`config.mk`:
```
export PLATFORM = sky130hd
export DESIGN_NAME = ecw_control_word
export DESIGN_NICKNAME = d
export VERILOG_FILES = /design/src/hw/ecw_capture_unit.sv /design/src/hw/ecw_control_word.sv
export SDC_FILE = /design/constraint.sdc
export NUM_CORES = 1
export LEC_CHECK = 0
export BUFFER_PORTS_ARGS = -buffer_cell sky130_fd_sc_hd__buf_2
export CORE_UTILIZATION = 58
export DETAILED_ROUTE_END_ITERATION = 10
export PLACE_DENSITY = 0.86
export SLEW_MARGIN = 20
export SYNTH_ARGS = -nofsm -noshare
export SYNTH_HDL_FRONTEND = slang
export SYNTH_SLANG_ARGS = --single-unit
```
`constraint.sdc`:
```
create_clock -name clock -period 2.3 [get_ports clock]
set_input_delay 0.115 -clock clock [delete_from_list [all_inputs] [get_ports clock]]
set_output_delay 0.115 -clock clock [all_outputs]
set_load 0.03 [all_outputs]
```
`src/hw/ecw_capture_unit.sv`:
```
`timescale 1ns/100ps
package ecw_pkg;
  // ----------------------------------------------------------------
  // Control word layout
  // ----------------------------------------------------------------
  localparam int unsigned CTL_W        = 16;
  localparam int unsigned FUNC_N       = 4;
  localparam int unsigned FUNC_LSB     = 0;
  localparam int unsigned CMD_LSB      = 4;
  localparam int unsigned CMD_W        = 3;
  localparam int unsigned MODE_BIT     = 7;
  localparam int unsigned ABS_BIT      = 13;
  localparam int unsigned PARK_BIT     = 14;
  localparam int unsigned ACK_BIT      = 15;
  // ----------------------------------------------------------------
  // Status word layout
  // ----------------------------------------------------------------
  localparam int unsigned ST_ACT_LSB   = 0;
  localparam int unsigned ST_AVL_LSB   = 4;
  localparam int unsigned ST_ABS_BIT   = 13;
  localparam int unsigned ST_PARK_BIT  = 14;
  localparam int unsigned ST_ERR_BIT   = 15;
  // ----------------------------------------------------------------
  // Defaults and reset values
  // ----------------------------------------------------------------
  localparam int unsigned POS_W        = 32;
  localparam int unsigned FINE_W       = 4;
  localparam int unsigned FINE_MAX     = 15;
  localparam logic [15:0] STATUS_RST   = 16'h0000;
  localparam logic [3:0]  FUNC_RST     = 4'h0;

  typedef enum logic [2:0] {
    CMD_NONE     = 3'b000,
    CMD_ACTIVATE = 3'b001,
    CMD_READ     = 3'b010,
    CMD_TERM     = 3'b011
  } ecw_cmd_t;
endpackage

module ecw_capture_unit #(
  parameter int unsigned PW = 32
) (
  input  wire logic          clock,
  input  wire logic          rstn,
  input  wire logic          arm,
  input  wire logic          term,
  input  wire logic          edgeFall,
  input  wire logic          sigIn,
  input  wire logic [PW-1:0] position,
  output logic               active,
  output logic               available,
  output logic [PW-1:0]      value
);
  import ecw_pkg::*;

  logic          active_ff;
  logic          avail_ff;
  logic          sigPrev_ff;
  logic [PW-1:0] value_ff;
  wire           edgeSeen = edgeFall ? (sigPrev_ff & ~sigIn)
                                     : (~sigPrev_ff & sigIn);
  wire           hit      = active_ff & edgeSeen & ~arm & ~term;

  always_ff @(posedge clock) begin
    if (!rstn) begin
      active_ff  <= 1'b0;
      avail_ff   <= 1'b0;
      sigPrev_ff <= 1'b0;
      value_ff   <= '0;
    end else begin
      sigPrev_ff <= sigIn;
      if (term) begin
        active_ff <= 1'b0;
        avail_ff  <= 1'b0;
      end else if (arm) begin
        // Re-arming discards an older captured value
        active_ff <= 1'b1;
        avail_ff  <= 1'b0;
      end else if (hit) begin
        active_ff <= 1'b0;
        avail_ff  <= 1'b1;
        value_ff  <= position;
      end
    end
  end

  assign active    = active_ff;
  assign available = avail_ff;
  assign value     = value_ff;
endmodule // ecw_capture_unit

```
`src/hw/ecw_control_word.sv`:
```
`timescale 1ns/100ps
// Function
// - Mode 0: bits 0-3 request reference marks 1-4
// - Mode 1: bits 0-3 request probe edges
// - Select bit one requests its function
// - Multi-activate withholds values until selects clear
// - Rising and falling captures armed together
// - Bit 7 selects mode; fine resolution applies
// - Bit 13 requests cyclic absolute value
// - Bit 14 parking request, acknowledged in status
// - Status 0-3 active, 4-7 values available
module ecw_control_word #(
  parameter int unsigned PW = ecw_pkg::POS_W
) (
  input  wire logic                      clock,
  input  wire logic                      rstn,
  input  wire logic [ecw_pkg::CTL_W-1:0] encoderControlWord,
  input  wire logic                      controlWordValid,
  input  wire logic [ecw_pkg::FINE_W-1:0] fineResolutionSetting,
  input  wire logic [PW-1:0]             positionActual,
  input  wire logic [3:0]                refMarkPin,
  input  wire logic [3:0]                probePin,
  input  wire logic                      encoderFaultPin,
  output logic [ecw_pkg::CTL_W-1:0]      encoderStatusWord,
  output logic [PW-1:0]                  readValue,
  output logic [1:0]                     readIndex,
  output logic                           readValid,
  output logic                           absCyclicRequest,
  output logic                           parkRequest,
  output logic                           errorAckPulse
);
  import ecw_pkg::*;

  // ----------------------------------------------------------------
  // Pin synchronisers
  // ----------------------------------------------------------------
  logic [8:0] syncA_ff;
  logic [8:0] syncB_ff;
  always_ff @(posedge clock) begin
    if (!rstn) begin
      syncA_ff <= '0;
      syncB_ff <= '0;
    end else begin
      syncA_ff <= {encoderFaultPin, probePin, refMarkPin};
      syncB_ff <= syncA_ff;
    end
  end
  wire [3:0] refSync   = syncB_ff[3:0];
  wire [3:0] probeSync = syncB_ff[7:4];
  wire       faultSync = syncB_ff[8];

  // ----------------------------------------------------------------
  // Control word decode
  // ----------------------------------------------------------------
  wire [3:0]  funcSel  = encoderControlWord[FUNC_LSB +: FUNC_N];
  wire [2:0]  cmdField = encoderControlWord[CMD_LSB +: CMD_W];
  wire        modeProbe = encoderControlWord[MODE_BIT];
  // Bits 8..12 are never looked at
  wire        cmdAct   = controlWordValid
                         & (cmdField == CMD_ACTIVATE);
  wire        cmdRead  = controlWordValid & (cmdField == CMD_READ);
  wire        cmdTerm  = controlWordValid & (cmdField == CMD_TERM);
  wire [3:0]  armVec   = cmdAct  ? funcSel : 4'h0;
  wire [3:0]  termVec  = cmdTerm ? funcSel : 4'h0;
  wire        multiSel = (funcSel != 4'h0) &&
                         ((funcSel & (funcSel - 4'h1)) != 4'h0);

  // Mode is latched at activation so a later mode flip cannot
  // redirect an armed capture onto the other input
  logic [3:0] modeProbe_ff;
  always_ff @(posedge clock) begin
    if (!rstn) begin
      modeProbe_ff <= FUNC_RST;
    end else begin
      for (int i = 0; i < FUNC_N; i++) begin
        if (armVec[i]) begin
          modeProbe_ff[i] <= modeProbe;
        end
      end
    end
  end

  // Fine resolution: drop the unused fine bits of the position
  wire [FINE_W-1:0] fineShift = FINE_W'(FINE_MAX) - fineResolutionSetting;
  wire [PW-1:0]     scaledPos = positionActual >> fineShift;

  // ----------------------------------------------------------------
  // Capture functions
  // ----------------------------------------------------------------
  wire [3:0]    funcActive;
  wire [3:0]    funcAvail;
  wire [PW-1:0] funcValue [4];

  for (genvar g = 0; g < FUNC_N; g++) begin : g_func
    // Probe mode: functions 1 and 3 rising, 2 and 4 falling
    // Reference mode: each function watches its own mark
    // The new mode picks the input already in the arming cycle, so the
    // edge history never spans a switch of source (no false capture)
    wire useProbe = armVec[g] ? modeProbe : modeProbe_ff[g];
    wire sigSel   = useProbe ? probeSync[g] : refSync[g];
    // Each function has its own unit, so a rising and a falling
    // capture never cancel one another
    ecw_capture_unit #(.PW(PW)) u_cap (
      .clock     (clock),
      .rstn      (rstn),
      .arm       (armVec[g]),
      .term      (termVec[g]),
      .edgeFall  (useProbe & (g % 2 == 1)),
      .sigIn     (sigSel),
      .position  (scaledPos),
      .active    (funcActive[g]),
      .available (funcAvail[g]),
      .value     (funcValue[g])
    );
  end

  // ----------------------------------------------------------------
  // Value release after multiple activation
  // ----------------------------------------------------------------
  logic [3:0] actSet_ff;
  logic       multi_ff;
  logic       released_ff;
  wire        selCleared = controlWordValid & ((funcSel & actSet_ff) == 4'h0);
  wire        readOk     = ~multi_ff | released_ff | selCleared;
  always_ff @(posedge clock) begin
    if (!rstn) begin
      actSet_ff   <= FUNC_RST;
      multi_ff    <= 1'b0;
      released_ff <= 1'b0;
    end else if (cmdAct) begin
      actSet_ff   <= funcSel;
      multi_ff    <= multiSel;
      released_ff <= 1'b0;
    end else if (selCleared) begin
      released_ff <= 1'b1;
    end
  end

  // ----------------------------------------------------------------
  // Read value
  // ----------------------------------------------------------------
  wire [3:0] readCand = funcSel & funcAvail;
  wire [1:0] pickIdx  = readCand[0] ? 2'h0 :
                        readCand[1] ? 2'h1 :
                        readCand[2] ? 2'h2 : 2'h3;
  wire       readGo   = cmdRead & (readCand != 4'h0) & readOk;

  logic [PW-1:0] readValue_ff;
  logic [1:0]    readIndex_ff;
  logic          readValid_ff;
  always_ff @(posedge clock) begin
    if (!rstn) begin
      readValue_ff <= '0;
      readIndex_ff <= 2'h0;
      readValid_ff <= 1'b0;
    end else begin
      readValid_ff <= readGo;
      if (readGo) begin
        readValue_ff <= funcValue[pickIdx];
        readIndex_ff <= pickIdx;
      end
    end
  end

  // ----------------------------------------------------------------
  // Cyclic value, parking, error acknowledge
  // ----------------------------------------------------------------
  logic abs_ff;
  logic park_ff;
  logic ackPrev_ff;
  logic errAck_ff;
  logic errPend_ff;
  wire  ackRise = controlWordValid & encoderControlWord[ACK_BIT] & ~ackPrev_ff;
  always_ff @(posedge clock) begin
    if (!rstn) begin
      abs_ff     <= 1'b0;
      park_ff    <= 1'b0;
      ackPrev_ff <= 1'b0;
      errAck_ff  <= 1'b0;
      errPend_ff <= 1'b0;
    end else begin
      errAck_ff <= ackRise;
      if (controlWordValid) begin
        abs_ff     <= encoderControlWord[ABS_BIT];
        park_ff    <= encoderControlWord[PARK_BIT];
        ackPrev_ff <= encoderControlWord[ACK_BIT];
      end
      // A fault still present wins over the acknowledge
      if (faultSync) begin
        errPend_ff <= 1'b1;
      end else if (ackRise) begin
        errPend_ff <= 1'b0;
      end
    end
  end

  // ----------------------------------------------------------------
  // Status word
  // ----------------------------------------------------------------
  logic [CTL_W-1:0] status_ff;
  wire  [3:0]       availShown = readOk ? funcAvail : 4'h0;
  wire  [CTL_W-1:0] nxt_status = {errPend_ff, park_ff, abs_ff, 5'h00,
                                  availShown, funcActive};
  always_ff @(posedge clock) begin
    if (!rstn) begin
      status_ff <= STATUS_RST;
    end else begin
      status_ff <= nxt_status;
    end
  end

  assign encoderStatusWord = status_ff;
  assign readValue         = readValue_ff;
  assign readIndex         = readIndex_ff;
  assign readValid         = readValid_ff;
  assign absCyclicRequest  = abs_ff;
  assign parkRequest       = park_ff;
  assign errorAckPulse     = errAck_ff;
endmodule // ecw_control_word

```
==> impl_metrics.sql <==
INSERT INTO impl_metrics (metric_group, metric, value, unit) VALUES
('route', 'initialDrtViolationCount', '904', ''),
('yosys', 'postSynthRegisterBits', '219', ''),
('setup_path', 'critical_path.reg2reg.startpoint', 'syncB_ff[5]', ''),
('placement', 'io_buffers', '107', ''),
('setup_path', 'endpoint', 'g_func[2].u_cap.value[6]', ''),
('clock_tree', 'worst_skew_pair.late_latency', '0.51', 'ns'),
('setup_path', 'path_cells', 'dlygate4sd3_1 > buf_2 > nand2b_1 > a211oi_2 > o2111ai_1 > buf_4 > nor2_2 > a22o_1', ''),
('sta', 'hold_violations', '0', ''),
('min_path', 'hold_path.class', 'input pin to register', ''),
('route', 'vias', '8450', ''),
('finish', 'area_of_the_multi_input_gates', '4790', 'um^2'),
('finish', 'register_area', '4380', 'um^2'),
('power_and_ir_drop', 'total_leakage_power', '0.00471', 'uW'),
('global_routing', 'global_route_overflow', '0', ''),
('yosys', 'post-synth-top-area-fraction', '0.454', ''),
('job', 'max_cap_violations', '0', ''),
('setup_path', 'critical_path_arrival', '2.43', 'ns'),
('route', 'wirelength', '24800', 'um'),
('yosys', 'synth-main-ff-cell', 'sky130_fd_sc_hd__dfxtp_1', ''),
('clock_tree', 'cts-hold-fix-buffers', '18', ''),
('route', 'drt-wirelength-per-cell', '18.2', 'um'),
('yosys', 'synthArstFlopShare', '0', ''),
('yosys', 'synth_area_per_cell', '9.39', 'um^2'),
('die', 'boundaryPins', '118', ''),
('yosys', 'netlist.top_cell.by_area', 'sky130_fd_sc_hd__dfxtp_1', ''),
('global_routing', 'grt_first_pass_wirelength', '39300', 'um'),
('yosys', 'synth_warnings', '0', ''),
('setup_path', 'worst_ep_required_time', '2.72', 'ns'),
('yosys', 'mappedNetlistArea', '9660', 'um^2'),
('setup_path', 'cp_launch_point', 'encoderControlWord[7]', ''),
('sta', 'post-route-period-util', '0.874', ''),
('die', 'die_h', '131', 'um'),
('setup_path', 'worst-r2r-cell-count', '5', ''),
('setup_path', 'crit_path_max_fanout', '19', ''),
('finish', 'final.fill_count', '1131', ''),
('placement', 'numPlacedInstances', '1306', ''),
('die', 'placeable_core_area', '16100', 'um^2'),
('setup_path', 'cp_slowest_cell', 'sky130_fd_sc_hd__dlygate4sd3_1', ''),
('placement', 'routabilityCongestion', '0.904', ''),
('clock_tree', 'cts.htree.levels', '1', ''),
('clock_tree', 'root_buffer', 'sky130_fd_sc_hd__clkbuf_16', ''),
('finish', 'antenna-diode-count', '0', ''),
('placement', 'hpwlAfterDp', '15800', 'um'),
('finish', 'most_common_library_cell_in_the_layout_ignoring_fill_and_taps', 'sky130_fd_sc_hd__dfxtp_1', ''),
('sta', 'rsz0062_at_grt', 'false', ''),
('yosys', 'syn-instance-count', '1028', ''),
('global_routing', 'grt.total_usage', '0.289', ''),
('clock_tree', 'tritoncts', 'built', ''),
('setup_path', 'worst_path_largest_cell_delay', '0.54', 'ns'),
('yosys', 'ys_types', '60', ''),
('run_status', 'status', 'finished clean', ''),
('setup_path', 'worstSetupEndpointType', 'register', ''),
('finish', 'drive_above_1_share', '0.199', ''),
('finish', 'most_used_cells_in_the_layout_excluding_fill_and_tap_cells', '219 x sky130_fd_sc_hd__dfxtp_1, 107 x sky130_fd_sc_hd__buf_2, 93 x sky130_fd_sc_hd__a21oi_1', ''),
('sta', 'maxSlewViolCount', '0', ''),
('clock_tree', 'post_cts_resize_count', '0', ''),
('die', 'dieArea', '17200', 'um^2'),
('global_routing', 'first_global_vias', '7820', ''),
('yosys', 'synth_enable_flop_cells', '0', ''),
('setup_path', 'crit-reg2reg-capture', 'g_func[1].u_cap.value[9]', ''),
('power_and_ir_drop', 'power_density', '726', 'nW/um^2'),
('finish', 'layout-area-overhead-vs-synth', '16.9', '%'),
('die', 'floorplan.die.width', '131', 'um'),
('die', 'floorplan.rows', '46', ''),
('setup_path', 'reg2reg_slack', '0.32', 'ns'),
('sta', 'timing_worst_slew_pin_value', '0.742', 'ns'),
('clock_tree', 'clock_slew_at_the_register_clock_pins_of_the_worst_setup_and_hold_paths', '0.06', 'ns'),
('global_routing', 'grt_max_degree', '51', ''),
('finish', 'design.final.nets', '1196', ''),
('sta', 'achievable_frequency', '0.498', 'GHz'),
('setup_path', 'worstSetupPathType', 'input pin to register', '');
## how the worst min path moves through the flow
stage / start / slack, ns / to / cells after the start
6_report: encoderControlWord[1] / 0.03 / actSet_ff[1] / 3
5_1_grt: encoderControlWord[1] / 0.06 / actSet_ff[1] / 3
4_1_cts: encoderControlWord[1] / 0.02 / actSet_ff[1] / 3
3_5_place_dp: refMarkPin[1] / 0.33 / syncA_ff[1] / 2
3_3_place_gp: encoderFaultPin / 0.32 / syncA_ff[8] / 2
2_1_floorplan: refMarkPin[0] / 0.24 / syncA_ff[0] / 1
## critical path, delay by kind of cell
kind                   cells  cell delay (ns)
AO/OA/AOI/OAI              3             0.73
buffers and inverters      3             1.01
AND/OR/NAND/NOR            2             0.58
## cell type report
type / instances / share of cell area
inverters: 18 / 0.00599
well taps: 216 / 0.0240
clock buffers: 25 / 0.0507
flip-flops and latches: 219 / 0.389
repair buffers: 167 / 0.0936
multi-input cells: 704 / 0.424
clock inverters: 10 / 0.0129
## cell usage after synthesis (all sizes together) (8+ instances only)
| cell | count |
|---|---|
| a211oi | 40 |
| a21oi | 94 |
| a22o | 32 |
| a2bb2o | 8 |
| and2 | 34 |
| and3 | 8 |
| buf | 47 |
| clkbuf | 44 |
| dfxtp | 219 |
| inv | 18 |
| mux2 | 17 |
| mux2i | 73 |
| mux4 | 14 |
| nand2 | 79 |
| nand2b | 12 |
| nand3 | 22 |
| nor2 | 79 |
| o21ai | 76 |
| o22ai | 37 |
| o2bb2ai | 22 |
## sequential cells by signal (all words and copies together), names as in the netlist, 2 cells and up
name,flops
encoderStatusWord,11
readValue,32
readIndex,2
actSet_ff,4
syncB_ff,9
g_func.u_cap.sigPrev_ff,4
g_func.u_cap.active,4
syncA_ff,9
modeProbe_ff,4
g_func.u_cap.available,4
g_func.u_cap.value,128
## power by group
group	switching, uW	internal (uW)	leakage [uW]
clock network	1470	2120	0.000352
logic	451	300	0.00259
registers	16.6	3830	0.00177
## logic make-up (layout without fill, tap and decap cells)
logic type,after synthesis,count (layout),synth area share
AOI/OAI and AO/OA,338,338,0.234
adders and majority gates,1,1,0.00104
buffers and inverters,109,220,0.0539
DFF,219,219,0.454
muxes,104,104,0.131
other,1,5,0.000388
and+or+nand+nor,256,256,0.126
## metrics by stage
stage / setup WS, ns / power [uW] / hold WS [ns] / utilization / instance area (um^2)
after global placement: 0.155 / 4610 / 0.322 / 0.647 / 10400
final: 0.290 / 8190 / 0.0343 / 0.703 / 11300
after CTS: 0.350 / 8180 / 0.0233 / 0.702 / 11300
after global routing: 0.203 / 8460 / 0.0572 / 0.703 / 11300
after floorplan: 0.659 / 4400 / 0.242 / - / 9670
after detailed placement: 0.0888 / 4630 / 0.325 / 0.647 / 10400
## metal layers
metal | track usage | vias up | share of wire
met5 | 0 | - | 0
met4 | 0.121 | 0 | 0.032
met3 | 0.0440 | 77 | 0.072
met2 | 0.479 | 419 | 0.47
met1 | 0.378 | 4007 | 0.43
li1 | - | 3947 | -
Note: power is estimated with default switching activity, not from simulation.
